===== config.mk =====
export PLATFORM = sky130hd
export DESIGN_NAME = can_transceiver_wake_error_ctrl
export DESIGN_NICKNAME = d
export VERILOG_FILES = /design/src/rtl/can_wake_pkg.sv /design/src/rtl/can_transceiver_wake_error_ctrl.sv
export SDC_FILE = /design/constraint.sdc
export NUM_CORES = 1
export LEC_CHECK = 0
export ABC_CLOCK_PERIOD_IN_PS = 3400
export BUFFER_PORTS_ARGS = -buffer_cell sky130_fd_sc_hd__buf_2
export CAP_MARGIN = 5
export CORE_MARGIN = 2
export CORE_UTILIZATION = 40
export CTS_CLUSTER_SIZE = 24
export DETAILED_ROUTE_END_ITERATION = 12
export GPL_TIMING_DRIVEN = 0
export PLACE_DENSITY_LB_ADDON = 0.05
export SKIP_CTS_REPAIR_TIMING = 1
export SYNTH_ARGS = -nofsm -noshare
export SYNTH_HDL_FRONTEND = slang
export SYNTH_SLANG_ARGS = --single-unit
export TNS_END_PERCENT = 30

===== constraint.sdc =====
create_clock -name core_clk -period 3.4 [get_ports core_clk]
set_input_delay 0.68 -clock core_clk [delete_from_list [all_inputs] [get_ports core_clk]]
set_output_delay 0.68 -clock core_clk [all_outputs]
set_load 0.005 [all_outputs]

===== src/rtl/can_wake_pkg.sv =====
// Purpose: Shared constants and types of the CAN wake and error controller.
// Assumes: A 100 MHz core clock and 16-bit register data.
// Notes:   Timing figures are kept in their own units; counts derive here.
package can_wake_pkg;

  localparam int unsigned CLK_MHZ         = 100;
  localparam int unsigned CLK_NS          = 10;
  localparam int unsigned T_WAKE_PULSE_US = 2;
  localparam int unsigned T_WAKE_WIN_US   = 1000;
  localparam int unsigned T_TXD_DOM_US    = 1000;
  localparam int unsigned T_BUS_DOM_US    = 1000;
  localparam int unsigned T_SILENCE_US    = 1000000;
  localparam int unsigned CAN_BIT_NS      = 1000;
  localparam int unsigned RING_PCT        = 50;
  localparam int unsigned FAIL_LIMIT      = 4;
  localparam int unsigned FEC_LIMIT       = 31;
  localparam int unsigned NCFG            = 9;

  localparam int unsigned WAKE_PULSE_CYC = T_WAKE_PULSE_US * CLK_MHZ;
  localparam int unsigned WAKE_WIN_CYC   = T_WAKE_WIN_US * CLK_MHZ;
  localparam int unsigned TXD_DOM_CYC    = T_TXD_DOM_US * CLK_MHZ;
  localparam int unsigned BUS_DOM_CYC    = T_BUS_DOM_US * CLK_MHZ;
  localparam int unsigned SILENCE_CYC    = T_SILENCE_US * CLK_MHZ;
  localparam int unsigned HALF_BIT_CYC   = CAN_BIT_NS * RING_PCT
                                         / (100 * CLK_NS);

  localparam logic [7:0] ADDR_CW4       = 8'h04;
  localparam logic [7:0] ADDR_CFG_FIRST = 8'h07;
  localparam logic [7:0] ADDR_CFG_LAST  = 8'h0f;
  localparam logic [7:0] ADDR_CW16      = 8'h10;
  localparam logic [7:0] ADDR_SW4       = 8'h14;
  localparam logic [7:0] ADDR_ERR       = 8'h15;

  localparam int CW4_ACT    = 0;
  localparam int CW4_RXONLY = 1;
  localparam int CW4_LOOP   = 2;
  localparam int CW4_SLEEP  = 3;
  localparam int CW16_SWEN  = 0;
  localparam int SW4_RDF    = 0;
  localparam int SW4_SYSERR = 9;
  localparam int SW4_FDERR  = 10;
  localparam int SW4_WUF    = 11;
  localparam int SW4_WUP    = 12;
  localparam int ERR_TXDTO  = 0;
  localparam int ERR_BUSREC = 1;
  localparam int ERR_BUSDOM = 2;
  localparam int ERR_RXDREC = 3;
  localparam int ERR_STATE  = 4;

  typedef enum logic [1:0] {
    ST_STBY  = 2'b00,
    ST_NORM  = 2'b01,
    ST_SLEEP = 2'b10,
    ST_PN    = 2'b11
  } trx_state_e;

  typedef struct packed {
    logic        wr;
    logic        rd;
    logic [7:0]  addr;
    logic [15:0] wdata;
  } reg_req_s;

  typedef struct packed {
    logic        done;
    logic        err;
    logic        reached_crc;
    logic        rtr;
    logic [3:0]  dlc;
    logic [10:0] id;
    logic [47:0] data;
  } frame_s;

endpackage


===== src/rtl/can_transceiver_wake_error_ctrl.sv =====
// Purpose: Wake-up, mode and error supervision of a high-speed CAN
//          transceiver, with a register port for the microcontroller.
// Assumes: All inputs synchronous to core_clk; an external decoder
//          supplies frame fields from the filtered bus level.
// Notes:   Bus level input is 1 while the bus is dominant.
// Overview of operation
// - Selective wake stays off after reset; only pattern wake works.
// - Reading config registers 7..15 sets their read flag in status four.
// - Any register write clears all config read flags.
// - Selective wake enable is accepted only with all flags and no error.
// - System error while selective wake is on clears the enable.
// - Transceiver stays disabled until the activate bit is set.
// - Transmit input low too long disables transmitter until cleared.
// - Bus not going dominant four times disables transmitter until cleared.
// - Bus dominant too long latches a flag; transmitter stays enabled.
// - Receive pin not following four times disables transmitter.
// - Thermal shutdown disables transmitter; receiver is never disabled.
// - Default wake behaviour after reset is pattern detection.
// - Pattern: two pulses over 2 us, gap over 2 us, within 1.0 ms.
// - Standby frame wake sets flag and pulls receive output low; stays in standby.
// - Sleep pattern wake sets flag and enters selective sleep.
// - Selective sleep frame wake goes to standby and powers the micro.
// - Frame matching ignores the remote bit; length code is never masked.
// - Counter overflow wakes only if frame reached CRC, else restarts.
// - Frame error counter clears at each silence expiry while detecting.
// - Recessive-edge ringing up to half a bit time is filtered.
// - Receive-only blocks transmitter; receiver and termination stay on.
// - Loopback routes transmit input to the receive output.
// - Selective sleep returns to sleep after bus silence.
//
// Chosen here: the placing of the registers and the address-and-strobe port.
`timescale 1ns/1ns
module can_transceiver_wake_error_ctrl
  import can_wake_pkg::*;
#(
  parameter int unsigned WIN_CYC  = WAKE_WIN_CYC,
  parameter int unsigned TXTO_CYC = TXD_DOM_CYC,
  parameter int unsigned BDOM_CYC = BUS_DOM_CYC,
  parameter int unsigned SIL_CYC  = SILENCE_CYC,
  parameter int unsigned RING_CYC = HALF_BIT_CYC,
  parameter int unsigned FEC_MAX  = FEC_LIMIT
) (
  input  wire logic        core_clk,
  input  wire logic        rst_n,
  input  wire reg_req_s    reg_req,
  output logic      [15:0] reg_rdata,
  input  wire logic        can_transmit_input,
  output logic             can_receive_output,
  input  wire logic        rxd_pin_sense,
  input  wire logic        bus_dominant,
  input  wire logic        thermal_shutdown_1,
  input  wire logic        system_error_in,
  input  wire frame_s      frame,
  output logic             tx_dominant_drive,
  output logic             termination_on,
  output logic             frame_bus_level,
  output logic             frame_detect_on,
  output logic             mcu_wake_req
);

  typedef struct packed {
    trx_state_e             state;
    logic                   act;
    logic                   rx_only;
    logic                   loop;
    logic                   selective_wake_enable;
    logic [NCFG-1:0][15:0]  cfg;
    logic [NCFG-1:0]        rdf;
    logic                   syserr;
    logic                   fderr;
    logic                   wake_frame;
    logic                   wake_pattern;
    logic                   txd_to;
    logic                   bus_rec;
    logic                   bus_dom;
    logic                   rxd_rec;
    logic [2:0]             tx_miss;
    logic [2:0]             rx_miss;
    logic                   seen_bus;
    logic                   seen_rx;
    logic                   txd_prev;
    logic                   bus_prev;
    logic [31:0]            txd_cnt;
    logic [31:0]            dom_cnt;
    logic [31:0]            sil_cnt;
    logic [31:0]            win_cnt;
    logic [8:0]             pcnt;
    logic [1:0]             wph;
    logic [15:0]            ring_cnt;
    logic                   filt;
    logic [5:0]             fec;
    logic                   mcu_wake;
    logic [15:0]            rdata;
  } st_s;

  st_s        q;
  st_s        d;
  logic       tx_en;
  logic       pat_on;
  logic       pat_det;
  logic       fd_on;
  logic       match;
  logic       long_run;
  logic       cfg_hit;
  logic [7:0] cidx;
  logic       sil_exp;

  assign cidx    = reg_req.addr - ADDR_CFG_FIRST;
  assign cfg_hit = reg_req.addr >= ADDR_CFG_FIRST
                && reg_req.addr <= ADDR_CFG_LAST;

  // The remote bit is deliberately not compared.
  assign match = frame.done && !frame.err
      && (((frame.id ^ q.cfg[0][10:0]) & ~q.cfg[8][10:0]) == '0)
      && (frame.dlc == q.cfg[1][3:0])
      && (((frame.data ^ {q.cfg[4], q.cfg[3], q.cfg[2]})
           & ~{q.cfg[7], q.cfg[6], q.cfg[5]}) == '0);

  // Error flags disable only the driver, never the receive path.
  assign tx_en = q.state == ST_NORM && !q.rx_only && !q.txd_to
              && !q.bus_rec && !q.rxd_rec && !thermal_shutdown_1;
  assign pat_on = (q.state == ST_STBY && !q.selective_wake_enable)
               || q.state == ST_SLEEP;
  assign fd_on = (q.state == ST_STBY && q.selective_wake_enable) || q.state == ST_PN;
  assign long_run = 32'(q.pcnt) >= WAKE_PULSE_CYC;
  assign sil_exp = !bus_dominant && q.sil_cnt == SIL_CYC - 1;
  assign pat_det = pat_on && q.wph == 2'd2 && bus_dominant
                && q.bus_prev && long_run && q.win_cnt < WIN_CYC;

  always_comb begin
    d = q;
    d.mcu_wake = 1'b0;
    d.rdata = '0;

    // Register writes; hardware sets below take priority over clears.
    if (reg_req.wr) begin
      d.rdf = '0;
      case (reg_req.addr)
        ADDR_CW4: begin
          d.act = reg_req.wdata[CW4_ACT];
          d.rx_only = reg_req.wdata[CW4_RXONLY];
          d.loop = reg_req.wdata[CW4_LOOP];
        end
        ADDR_CW16: begin
          if (!reg_req.wdata[CW16_SWEN]) begin
            d.selective_wake_enable = 1'b0;
          end else if ((&q.rdf) && !q.syserr) begin
            d.selective_wake_enable = 1'b1;
          end
        end
        ADDR_SW4: begin
          if (reg_req.wdata[SW4_SYSERR]) d.syserr = 1'b0;
          if (reg_req.wdata[SW4_FDERR]) d.fderr = 1'b0;
          if (reg_req.wdata[SW4_WUF]) d.wake_frame = 1'b0;
          if (reg_req.wdata[SW4_WUP]) d.wake_pattern = 1'b0;
        end
        ADDR_ERR: begin
          if (reg_req.wdata[ERR_TXDTO]) d.txd_to = 1'b0;
          if (reg_req.wdata[ERR_BUSREC]) d.bus_rec = 1'b0;
          if (reg_req.wdata[ERR_BUSDOM]) d.bus_dom = 1'b0;
          if (reg_req.wdata[ERR_RXDREC]) d.rxd_rec = 1'b0;
        end
        default: begin
          if (cfg_hit) d.cfg[cidx[3:0]] = reg_req.wdata;
        end
      endcase
    end

    if (reg_req.rd) begin
      case (reg_req.addr)
        ADDR_CW4: begin
          d.rdata[CW4_ACT] = q.act;
          d.rdata[CW4_RXONLY] = q.rx_only;
          d.rdata[CW4_LOOP] = q.loop;
        end
        ADDR_CW16: d.rdata[CW16_SWEN] = q.selective_wake_enable;
        ADDR_SW4: begin
          d.rdata[SW4_RDF +: NCFG] = q.rdf;
          d.rdata[SW4_SYSERR] = q.syserr;
          d.rdata[SW4_FDERR] = q.fderr;
          d.rdata[SW4_WUF] = q.wake_frame;
          d.rdata[SW4_WUP] = q.wake_pattern;
        end
        ADDR_ERR: begin
          d.rdata[ERR_TXDTO] = q.txd_to;
          d.rdata[ERR_BUSREC] = q.bus_rec;
          d.rdata[ERR_BUSDOM] = q.bus_dom;
          d.rdata[ERR_RXDREC] = q.rxd_rec;
          d.rdata[ERR_STATE +: 2] = q.state;
        end
        default: begin
          if (cfg_hit) begin
            d.rdata = q.cfg[cidx[3:0]];
            d.rdf[cidx[3:0]] = 1'b1;
          end
        end
      endcase
    end

    if (system_error_in) d.syserr = 1'b1;

    // Transmit dominant timeout.
    d.txd_prev = can_transmit_input;
    if (can_transmit_input) begin
      d.txd_cnt = '0;
    end else if (q.txd_cnt != TXTO_CYC) begin
      d.txd_cnt = q.txd_cnt + 32'd1;
    end else begin
      d.txd_to = 1'b1;
    end

    // Bus dominant timeout only reports.
    if (!bus_dominant) begin
      d.dom_cnt = '0;
    end else if (q.dom_cnt != BDOM_CYC) begin
      d.dom_cnt = q.dom_cnt + 32'd1;
    end else begin
      d.bus_dom = 1'b1;
    end

    // Follow checks over each dominant request while driving.
    if (!can_transmit_input && q.txd_prev) begin
      d.seen_bus = bus_dominant;
      d.seen_rx = !rxd_pin_sense;
    end else if (!can_transmit_input) begin
      if (bus_dominant) d.seen_bus = 1'b1;
      if (!rxd_pin_sense) d.seen_rx = 1'b1;
    end
    if (can_transmit_input && !q.txd_prev && tx_en) begin
      if (q.seen_bus) begin
        d.tx_miss = '0;
      end else if (32'(q.tx_miss) == FAIL_LIMIT - 1) begin
        d.tx_miss = '0;
        d.bus_rec = 1'b1;
      end else begin
        d.tx_miss = q.tx_miss + 3'd1;
      end
      if (q.seen_rx) begin
        d.rx_miss = '0;
      end else if (32'(q.rx_miss) == FAIL_LIMIT - 1) begin
        d.rx_miss = '0;
        d.rxd_rec = 1'b1;
      end else begin
        d.rx_miss = q.rx_miss + 3'd1;
      end
    end

    // Ringing filter: recessive must hold past half a bit time.
    if (bus_dominant) begin
      d.filt = 1'b1;
      d.ring_cnt = '0;
    end else if (q.filt) begin
      if (32'(q.ring_cnt) >= RING_CYC) begin
        d.filt = 1'b0;
      end else begin
        d.ring_cnt = q.ring_cnt + 16'd1;
      end
    end

    // Bus silence timer.
    if (bus_dominant || sil_exp) begin
      d.sil_cnt = '0;
    end else begin
      d.sil_cnt = q.sil_cnt + 32'd1;
    end

    // Wake pattern qualification; pcnt is the current level run length.
    d.bus_prev = bus_dominant;
    if (bus_dominant != q.bus_prev) begin
      d.pcnt = '0;
    end else if (q.pcnt != '1) begin
      d.pcnt = q.pcnt + 9'd1;
    end
    if (q.wph != 2'd0) d.win_cnt = q.win_cnt + 32'd1;
    if (!pat_on || pat_det) begin
      d.wph = 2'd0;
    end else if (q.wph != 2'd0 && q.win_cnt >= WIN_CYC) begin
      d.wph = 2'd0;
    end else begin
      case (q.wph)
        2'd0: begin
          if (bus_dominant && q.bus_prev && long_run) begin
            d.wph = 2'd1;
            d.win_cnt = 32'(q.pcnt);
          end
        end
        2'd1: begin
          if (!bus_dominant && !q.bus_prev && long_run) begin
            d.wph = 2'd2;
          end else if (bus_dominant && !q.bus_prev) begin
            d.wph = 2'd0;
          end
        end
        2'd2: d.wph = 2'd2;
        default: d.wph = 2'd0;
      endcase
    end

    if (pat_det) begin
      d.wake_pattern = 1'b1;
      if (q.state == ST_SLEEP) d.state = ST_PN;
    end

    // Frame detection and frame error counting.
    if (fd_on && match) begin
      d.wake_frame = 1'b1;
      if (q.state == ST_PN) begin
        d.state = ST_STBY;
        d.mcu_wake = 1'b1;
      end
    end
    if (fd_on && frame.err) begin
      if (32'(q.fec) + 1 >= FEC_MAX) begin
        d.fec = '0;
        if (frame.reached_crc) begin
          d.fderr = 1'b1;
          d.selective_wake_enable = 1'b0;
          d.state = ST_STBY;
          d.mcu_wake = q.state == ST_PN;
        end
      end else begin
        d.fec = q.fec + 6'd1;
      end
    end
    if (fd_on && sil_exp) begin
      d.fec = '0;
      if (q.state == ST_PN && !match) d.state = ST_SLEEP;
    end

    if (d.syserr && d.selective_wake_enable) d.selective_wake_enable = 1'b0;

    // Mode control by software.
    if (reg_req.wr && reg_req.addr == ADDR_CW4
        && reg_req.wdata[CW4_SLEEP] && !reg_req.wdata[CW4_ACT]
        && q.selective_wake_enable) begin
      d.state = ST_SLEEP;
    end
    if (d.act) begin
      d.state = ST_NORM;
    end else if (d.state == ST_NORM) begin
      d.state = ST_STBY;
    end
    if (!d.selective_wake_enable && (d.state == ST_SLEEP || d.state == ST_PN)) begin
      d.state = ST_STBY;
    end
  end

  always_ff @(posedge core_clk) begin
    if (!rst_n) begin
      q <= '0;
    end else begin
      q <= d;
    end
  end

  assign reg_rdata = q.rdata;
  assign tx_dominant_drive = tx_en && !can_transmit_input;
  assign termination_on = q.state == ST_NORM;
  assign frame_bus_level = !q.filt;
  assign frame_detect_on = fd_on;
  assign mcu_wake_req = q.mcu_wake;

  // Standby holds the output recessive except while a wake is pending.
  always_comb begin
    if (q.loop) begin
      can_receive_output = can_transmit_input;
    end else if (q.state == ST_NORM) begin
      can_receive_output = !bus_dominant;
    end else begin
      can_receive_output = !(q.wake_frame || q.wake_pattern);
    end
  end
endmodule


==> metrics.md, run 1 <==
| Metric | Value |
|---|---|
| Worst stage delay on the critical path | `0.71 ns` |
| Gr ovfl total | `0` |
| Layout Cell Area excl Fill | `20100 um^2` |
| Hold_ws | `0.417 ns` |
| Min-Delay Endpoint | `q[180]$_SDFF_PN0_` |
| Post-Synthesis Cells | `1847` |
| Cell total after placement | `2540` |
| Root buffer cell | `clkbuf_16` |
| Die Height | `212 um` |
| Detailed-route DRC error count | `0` |
| Clock power frac | `50.4%` |
| Detail Route Antenna Nets | `0` |
| Combinational group share of total power | `5.6%` |
| DP Area | `18600 um^2` |
| Worst-path cell chain | `buf_2 -> buf_2 -> inv_1 -> ha_1 -> clkbuf_1 -> buf_1 -> mux4_2 -> nand2_1 -> a31oi_1 -> a222oi_1 -> nor2_1` |
| RSZ-0062 raised after global routing | `false` |
| Path category of the worst min-delay check | `in2reg` |
| Initial drt markers | `1099` |
| Setup violators final | `0` |
| Fraction of layout cells with a size suffix above 1 | `13.4%` |
| Power per cell area | `475 nW/um^2` |
| Layout Nets | `2122` |
| Yosys top cell by area | `dfxtp_1` |
| Critical Path Most Common Cell | `buf_2` |
| Slew @ Worst Pin | `0.941 ns` |
| DIE AREA | `45100 um^2` |
| Count leader, synth | `dfxtp_1` |
| Worst Setup Path Type | `in2reg` |
| Crit. Startpoint | `reg_req[16]` |
| Row count | `76` |
| Max-slew violations | `0` |
| Async set-reset flop share out of synthesis | `0%` |
| Total internal power | `7.33 mW` |
| Initial core utilization | `40.4%` |
| R2R Path End | `q[354]$_SDFF_PP0_` |
| Hold Violations, Final | `0` |
| Die W | `212 um` |
| Top Family by Delay on Critical Path | `buffers and inverters` |
| Commonest cells post-synth | `dfxtp_1 (356), nor2b_1 (163), nor2_1 (161)` |
| Leakage | `6.88 nW` |
| Synth cell types | `67` |
| Total Wirelength | `53500 um` |
| Clk sink count | `356` |
| Slew headroom | `37.2%` |
| Final period util | `95.8%` |
| Pre-antenna DRT Iters | `5` |
| Switch share | `23.3%` |
| Worst-case clock buffer depth | `3` |
| Clock buffer count from CTS | `41` |
| Synth Register Bits | `356` |
| Vias | `13800` |
| Finished Layout Cells | `2618` |
| Share of power burned in registers | `43.9%` |
| Worst VDD drop | `0.000266 V` |
| CP endpoint kind | `register` |
| CP startpoint kind | `input pin` |
| Synth area leaders | `dfxtp_1 (41%), mux2i_1 (9.2%), nor2b_1 (5.9%)` |
| CTS tree | `done` |
| Worst Path Buf+Inv | `5` |
| Max Cap Violations | `0` |
| Avg Vias per Cell | `5.27` |
| Run status | `completed` |
| F_max | `307 MHz` |
| Syn Nets | `1971` |
| Required @ worst endpoint | `3.84 ns` |
| Initial antenna violation count | `4` |
| Total GRT Usage | `23.7%` |
| Synthesized area per cell | `9.40 um^2` |
| Vias in the first global route | `13200` |
| Core Region | `43000 um^2` |
| Slowest cell on crit path | `buf_1` |
| Ys Warns | `0` |
| Hold path depth | `2` |
| Detailed Place HPWL | `40400 um` |
| Area Overhead vs Synth | `15.9%` |
| Critical Path AT | `3.69 ns` |
| Routed length per placed instance | `20.4 um` |
| First-pass GRT wire length | `80500 um` |
| Routability Congestion | `0.943` |
| Maximum number of pins on one net before global-route repair | `14` |
| Worst clock skew | `0.0221 ns` |
| Ports | `122` |
| Post-layout min period | `3.26 ns` |
| Net Sw Power | `2.23 mW` |
| Post-Syn Area | `17400 um^2` |
| Register area share after synthesis | `41.0%` |
| Clock Latency Late Sink | `0.57 ns` |
| Worst Path Max Fanout | `10` |
| Worst min-delay path startpoint | `can_transmit_input` |
| Deepest level of the CTS H-tree | `2` |
| Reg clk slew, reported paths | `0.06 ns` |
| Post-synth EDFFs | `0` |
| Count of input and output buffers | `107` |
| Synth top area share | `41.0%` |
| R2R cell count | `8` |
| R2r setup slk | `0.62 ns` |
| Ys flop type | `dfxtp_1` |
## area by class of cell
| type | count | area (um^2) |
|---|---|---|
| plain buffers | 108 | 536 |
| repair buffers | 108 | 547 |
| flip-flops and latches | 356 | 7130 |
| inverters | 27 | 101 |
| well taps | 585 | 732 |
| multi-input cells | 1356 | 9600 |
| fillers | 4193 | 22900 |
| diodes | 3 | 7.51 |
| clock inverters | 18 | 250 |
| clock buffers | 57 | 1220 |
## cells in the final DEF (no fill, tap or decap), drive strengths merged, types with 5 or more instances in the layout
cell    synthesis  routed
nand2         119     119
and3           38      38
nand4          27      27
clkinv          0      10
nand4b          5       5
or3            18      18
nor4           34      34
o22ai          54      54
or4             5       5
dfxtp         356     356
nor3           25      25
a22o           17      17
nor3b           6       6
o21ai          34      34
a21boi          7       7
xnor2         100     100
buf            44     151
nor2          162     162
a31oi          18      18
nand3          73      73
mux2i         160     160
nor2b         163     163
inv            27      28
a22oi           6       6
and2           33      33
a211oi          6       6
bufinv          0       6
mux4           32      32
nor4b           9       9
ha             24      24
nand2b          9       9
clkbuf         64     121
and4            7       7
a21oi          53      53
xor2           70      70
o211a           7       7
## worst reg2reg max path, stage by stage, from the launching register on
cell and delay [ns]:
dfxtp_1 0.33, xnor2_1 0.45, o22ai_1 0.14, nor4_1 0.58, nand4_1 0.37, o221a_1 0.31
a211oi_1 0.24, nand4b_1 0.16, a21boi_1 0.07
## per-layer routing
layer,track usage (%),vias up,share of wire (%)
met1,33.0,6564,47
li1,-,6773,-
met2,36.2,363,43
met4,8.08,2,3.0
met3,5.45,92,6.7
met5,0,-,0.024
## power groups by stage
stage	registers (mW)	logic, mW	clock network [mW]
3_3_place_gp	4.29	0.536	0
2_1_floorplan	4.29	0.301	0
3_5_place_dp	4.29	0.536	0
4_1_cts	4.20	0.538	4.93
6_report	4.20	0.538	4.82
5_1_grt	4.20	0.573	5.11
## per-stage QoR
stage	total power, mW	TNS [ns]	utilization (%)	setup WS [ns]
after global routing	9.88	0	46.8	0.00532
after floorplan	4.59	0	-	0.508
after detailed placement	4.83	-26.67	43.4	-0.348
after global placement	4.83	-25.52	43.4	-0.318
final	9.56	0	46.8	0.142
after CTS	9.67	0	46.8	0.241
## worst max-delay path by stage
| stage | depth (start not counted) | to |
|---|---|---|
| finish | 11 | reg_rdata[5]$_SDFF_PN0_ |
| global route | 14 | register |
| CTS | 11 | reg_rdata[5]$_SDFF_PN0_ |
| detailed placement | 11 | reg_rdata[5]$_SDFF_PN0_ |
| global placement | 14 | register |
| floorplan | 13 | register |
## kinds of logic (layout without fill, tap and decap cells)
family          Yosys count  after routing  synth area share [%]
other cells               0              3                     0
xor+xnor                170            170                  8.66
flops                   356            356                  41.0
buf+inv                 135            318                  3.67
compound gates          223            223                  8.20
fa+ha+maj                24             24                  1.73
simple gates            744            744                  23.1
mux                     195            195                  13.6
Note: power is estimated with default switching activity, not from simulation.
==> run 2: changes to the inputs <==
--- a/config.mk
+++ b/config.mk
@@ -13,7 +13,6 @@
 export CTS_CLUSTER_SIZE = 24
 export DETAILED_ROUTE_END_ITERATION = 12
 export GPL_TIMING_DRIVEN = 0
-export PLACE_DENSITY_LB_ADDON = 0.05
 export SKIP_CTS_REPAIR_TIMING = 1
 export SYNTH_ARGS = -nofsm -noshare
 export SYNTH_HDL_FRONTEND = slang
==> metrics.md, run 2 (synthesis results as in run 1) <==
| Metric | Value |
|---|---|
| Run status | `completed` |
| Clock buffer count from CTS | `41 (unchanged)` |
| Detailed Place HPWL | `38900 um (-3.7%)` |
| Routability Congestion | `0.971 (+2.9%)` |
| R2r setup slk | `0.71 ns (+0.09 ns)` |
| Commonest non-fill, non-tap cells in the layout | `dfxtp_1 (356), nor2b_1 (163), nor2_1 (161), mux2i_1 (160), buf_2 (121)` |
| F_max | `312 MHz (+1.6%)` |
| Critical Path AT | `3.62 ns (-0.07 ns)` |
| Die W | `212 um (unchanged)` |
| Leakage | `6.86 nW (-0.36%)` |
| Worst clock skew | `0.0293 ns (+0.00725 ns)` |
| Die Height | `212 um (unchanged)` |
| Deepest level of the CTS H-tree | `2 (unchanged)` |
| Worst min-delay path startpoint | `can_transmit_input` |
| Routed length per placed instance | `19.7 um (-3.8%)` |
| Initial drt markers | `1254 (+14%)` |
| Core Region | `43000 um^2 (unchanged)` |
| Detail Route Antenna Nets | `0 (unchanged)` |
| Min-Delay Endpoint | `q[180]$_SDFF_PN0_` |
| Worst Path Max Fanout | `10 (unchanged)` |
| FF-to-FF Start | `q[17]$_SDFFE_PP0P_` |
| Total Wirelength | `51500 um (-3.9%)` |
| Worst-case clock buffer depth | `3 (unchanged)` |
| Area Overhead vs Synth | `15.5%` |
| Hold path depth | `2 (unchanged)` |
| Initial antenna violation count | `1 (-3)` |
| Fraction of layout cells with a size suffix above 1 | `13.3% (-0.11 points)` |
| Power per cell area | `466 nW/um^2 (-2.0%)` |
| R2R cell count | `9 (+1)` |
| Post-layout min period | `3.21 ns (-0.0525 ns)` |
| Row count | `76 (unchanged)` |
| First-pass GRT wire length | `78900 um (-2.0%)` |
| CTS tree | `done` |
| Final period util | `94.3% (-1.5 points)` |
| Pre-antenna DRT Iters | `5 (unchanged)` |
| Antenna fix cells | `0 (-3)` |
| Setup_tns | `0 ns (unchanged)` |
| DIE AREA | `45100 um^2 (unchanged)` |
| Tot Pwr | `9.34 mW (-2.3%)` |
| Worst VDD drop | `0.000309 V (+16%)` |
| Maximum number of pins on one net before global-route repair | `14 (unchanged)` |
| Required @ worst endpoint | `3.82 ns (-0.02 ns)` |
| Leading cell type in the layout, fill and taps excluded | `dfxtp_1` |
| Slew @ Worst Pin | `1.24 ns (+0.302 ns)` |
| Detailed-route DRC error count | `0 (unchanged)` |
| Initial core utilization | `40.4% (unchanged)` |
| Vias in the first global route | `13400 (+1.3%)` |
| Avg Vias per Cell | `5.40 (+2.5%)` |
| RSZ-0062 raised after global routing | `false` |
| Reg clk slew, reported paths | `0.06 ns (about the same)` |
| Layout Nets | `2123 (+0.047%)` |
| Ports | `122 (unchanged)` |
| Layout Cell Area excl Fill | `20100 um^2 (-0.35%)` |
| DP Area | `18600 um^2 (about the same)` |
| Path category of the worst min-delay check | `in2reg` |
| CP startpoint kind | `input pin` |
| Worst Setup Path Type | `in2reg` |
| Max Cap Violations | `0 (unchanged)` |
| Cell total after placement | `2539 (-0.039%)` |
| R2R Path End | `q[354]$_SDFF_PP0_` |
| Slew headroom | `16.3% (-21 points)` |
| Clk sink count | `356 (unchanged)` |
| Count of input and output buffers | `107 (unchanged)` |
| Setup violators final | `0 (unchanged)` |
| Finished Layout Cells | `2616 (-0.076%)` |
| Root buffer cell | `clkbuf_16` |
| Gr ovfl total | `0 (unchanged)` |
| Vias | `14100 (+2.4%)` |
| Total GRT Usage | `23.0% (-0.80 points)` |
| Hold Violations, Final | `0 (unchanged)` |
| CP endpoint kind | `register` |
| Hold_ws | `0.412 ns (-0.00500 ns)` |
| Max-slew violations | `0 (unchanged)` |
| Clock Latency Late Sink | `0.58 ns (about the same)` |
-- run 2: worst max-delay path: stages --
cell      delay [ns]
buf_2           0.16
buf_2           0.26
inv_1           0.11
ha_1            0.29
clkbuf_1        0.34
buf_1           0.60
mux4_2          0.45
nand2_1         0.09
a31oi_1         0.14
a222oi_1        0.33
nor2_1          0.14
-- run 2: how the worst max path moves through the flow --
stage,start,to,slack (ns)
floorplan,reg_req[16],register,0.51
global placement,reg_req[16],register,-0.37
detailed placement,reg_req[16],register,-0.37
CTS,reg_req[16],register,0.23
global route,reg_req[16],reg_rdata[5]$_SDFF_PN0_,0.10
finish,reg_req[16],reg_rdata[5]$_SDFF_PN0_,0.19
-- run 2: metal layers --
metal / routed length (um) / part of all wire [%] / global-route usage, % / vias to the layer above
met5: 9 / 0.017 / 0 / -
li1: - / - / - / 6806
met1: 23900 / 46 / 32.4 / 6758
met3: 3960 / 7.7 / 4.51 / 77
met2: 22400 / 43 / 35.5 / 479
met4: 1210 / 2.4 / 6.73 / 2
-- run 2: report_power, final --
| part | switching (mW) | internal [mW] | leakage [nW] | total, mW |
|---|---|---|---|---|
| Sequential | 0.0145 | 4.18 | 2.87 | 4.20 |
| Clock | 1.82 | 2.79 | 0.697 | 4.61 |
| Combinational | 0.341 | 0.187 | 3.29 | 0.529 |
| Total | 2.17 | 7.16 | 6.86 | 9.34 |
-- run 2: cell type report --
type	instances	area [um^2]
plain buffers	108	536
multi-input cells	1356	9600
repair buffers	109	551
well taps	585	732
clock buffers	59	1220
clock inverters	16	186
flip-flops and latches	356	7130
inverters	27	101
fillers	4187	22900
-- run 2: per-stage QoR --
stage | util, % | setup WS [ns]
6_report | 46.6 | 0.194
5_1_grt | 46.6 | 0.101
4_1_cts | 46.6 | 0.230
3_5_place_dp | 43.4 | -0.368
3_3_place_gp | 43.4 | -0.374
2_1_floorplan | - | 0.508
==> run 3: changes to the inputs <==
--- a/config.mk
+++ b/config.mk
@@ -6,12 +6,12 @@
 export NUM_CORES = 1
 export LEC_CHECK = 0
 export ABC_CLOCK_PERIOD_IN_PS = 3400
-export BUFFER_PORTS_ARGS = -buffer_cell sky130_fd_sc_hd__buf_2
 export CAP_MARGIN = 5
 export CORE_MARGIN = 2
 export CORE_UTILIZATION = 40
 export CTS_CLUSTER_SIZE = 24
 export DETAILED_ROUTE_END_ITERATION = 12
+export DONT_BUFFER_PORTS = 1
 export GPL_TIMING_DRIVEN = 0
 export SKIP_CTS_REPAIR_TIMING = 1
 export SYNTH_ARGS = -nofsm -noshare
==> metrics.md, run 3 (synthesis results as in run 1) <==
| Metric | Value |
|---|---|
| Critical Path AT | `3.53 ns (-0.09 ns)` |
| First-pass GRT wire length | `76800 um (-2.6%)` |
| Area Overhead vs Synth | `11.9%` |
| Layout Cell Area excl Fill | `19400 um^2 (-3.1%)` |
| Worst clock skew | `0.0298 ns (+0.000521 ns)` |
| Cell total after placement | `2432 (-4.2%)` |
| Root buffer cell | `clkbuf_16` |
| Fraction of layout cells with a size suffix above 1 | `8.17% (-5.1 points)` |
| DP Area | `18100 um^2 (-2.9%)` |
| Register area | `7130 um^2 (unchanged)` |
| Worst-case clock buffer depth | `3 (unchanged)` |
| Max Cap Violations | `0 (unchanged)` |
| Core Region | `43000 um^2 (unchanged)` |
| Pre-antenna DRT Iters | `5 (unchanged)` |
| Reg clk slew, reported paths | `0.06 ns (about the same)` |
| Vias | `13700 (-3.0%)` |
| Hold_ws | `0.252 ns (-0.160 ns)` |
| Initial drt markers | `1042 (-17%)` |
| Dpl ws | `-0.146 ns (+0.222 ns)` |
| Die W | `212 um (unchanged)` |
| Worst stage delay on the critical path | `0.42 ns (-0.18 ns)` |
| Post-layout util | `45.2% (-1.4 points)` |
| Vias in the first global route | `13100 (-2.3%)` |
| Initial antenna violation count | `2 (+1)` |
| Slowest cell on crit path | `nor3_4` |
| Total GRT Usage | `22.4% (-0.51 points)` |
| Gr ovfl total | `0 (unchanged)` |
| Worst Setup Path Type | `in2reg` |
| Clock Latency Late Sink | `0.57 ns (about the same)` |
| CP endpoint kind | `register` |
| Top Family by Delay on Critical Path | `simple AND/OR/NAND/NOR gates` |
| RSZ-0062 raised after global routing | `false` |
| Routed length per placed instance | `20.3 um (+3.1%)` |
| Ports | `122 (unchanged)` |
| Tot Pwr | `9.04 mW (-3.1%)` |
| Clk sink count | `356 (unchanged)` |
| Initial core utilization | `40.4% (unchanged)` |
| Critical Path Most Common Cell | `buf_2` |
| Layout Nets | `2015 (-5.1%)` |
| Row count | `76 (unchanged)` |
| Post-layout min period | `3.06 ns (-0.145 ns)` |
| Count of input and output buffers | `0 (-100%)` |
| Setup violators final | `0 (unchanged)` |
| Multi-input logic area | `9600 um^2 (unchanged)` |
| Worst Path Buf+Inv | `5 (unchanged)` |
| Detail Route Antenna Nets | `0 (unchanged)` |
| Leakage | `6.36 nW (-7.3%)` |
| Setup ws final | `0.339 ns (+0.145 ns)` |
| Slew @ Worst Pin | `1.01 ns (-0.230 ns)` |
| Clock buffer count from CTS | `42 (+2.4%)` |
| CP startpoint kind | `input pin` |
| Total Wirelength | `50800 um (-1.2%)` |
| Worst-path cell chain | `buf_2 -> inv_1 -> ha_1 -> inv_2 -> a31oi_1 -> nor3_4 -> nand3_2 -> nor2_1 -> and2_1 -> buf_2 -> buf_6 -> mux2i_1 -> nor2b_1` |
| FILL cells | `4234 (+1.1%)` |
| Finished Layout Cells | `2506 (-4.2%)` |
| Required @ worst endpoint | `3.87 ns (+0.05 ns)` |
| Leading cell type in the layout, fill and taps excluded | `dfxtp_1` |
| Max-slew violations | `0 (unchanged)` |
| Commonest non-fill, non-tap cells in the layout | `dfxtp_1 (356), nor2b_1 (163), nor2_1 (161), mux2i_1 (160), nand2_1 (119)` |
| Power per cell area | `465 nW/um^2 (about the same)` |
| Routability Congestion | `0.941 (-3.1%)` |
| DIE AREA | `45100 um^2 (unchanged)` |
| Die Height | `212 um (unchanged)` |
| Run status | `completed` |
| Antenna fix cells | `0 (unchanged)` |
| Hold Violations, Final | `0 (unchanged)` |
| Path category of the worst min-delay check | `in2reg` |
| Slew headroom | `31.8% (+15 points)` |
| Final period util | `90.0% (-4.3 points)` |
| CTS tree | `done` |
| Avg Vias per Cell | `5.46 (+1.2%)` |
| Worst VDD drop | `0.000296 V (-4.3%)` |
| Detailed Place HPWL | `38700 um (-0.63%)` |
| Maximum number of pins on one net before global-route repair | `13 (-1)` |
| Deepest level of the CTS H-tree | `2 (unchanged)` |
| F_max | `327 MHz (+4.7%)` |
| Setup_tns | `0 ns (unchanged)` |
| Worst Path Max Fanout | `10 (unchanged)` |
| Detailed-route DRC error count | `0 (unchanged)` |
-- run 3: cell count changes in the layout (fill, tap and decap cells not counted) --
cell and change:
buf_2 -107, clkbuf_8 +2, clkinv_2 -3, bufinv_16 -3, clkbuf_1 +3, buf_4 -2
-- run 3: worst reg2reg max path, delay by kind of cell, from the launching register on --
| kind | cells | cell delay (ns) |
|---|---|---|
| multiplexers | 1 | 0.27 |
| AND/OR/NAND/NOR | 4 | 1.03 |
| flip-flops | 1 | 0.40 |
| adder cells (fa/ha/maj) | 1 | 0.30 |
| AO/OA/AOI/OAI | 3 | 0.60 |
-- run 3: power breakdown --
part	internal, mW	switching (mW)	leakage, nW
Combinational	0.153	0.292	2.83
Sequential	4.18	0.0143	2.87
Clock	2.61	1.79	0.661
-- run 3: final timing paths --
| path | from | end | slack [ns] | cells after the start |
|---|---|---|---|---|
| worst max-delay path | reg_req[16] | register | 0.34 | 13 |
| worst min-delay path | can_transmit_input | q[180]$_SDFF_PN0_ | 0.25 | 1 |
| worst max register to register | q[17]$_SDFFE_PP0P_ | q[354]$_SDFF_PP0_ | 0.65 | 9 |
| worst min register to register | q[37]$_SDFFE_PP0P_ | q[37]$_SDFFE_PP0P_ | 0.46 | 1 |
-- run 3: final cells by class --
class,instances,share of cell area [%]
sequential,356,36.7
tap,585,3.77
buffer,108,2.76
clock buffer,64,6.46
clock inverter,10,0.418
inverter,27,0.522
multi-input combinational,1356,49.4
-- run 3: layer usage --
metal  global-route usage (%)  routed length, um  up-vias
li1                         -                  -     6577
met1                     29.4              22400     6538
met2                     34.2              21800      461
met3                     7.80               4830      114
met4                     7.81               1720        4
met5                        0                 27        -
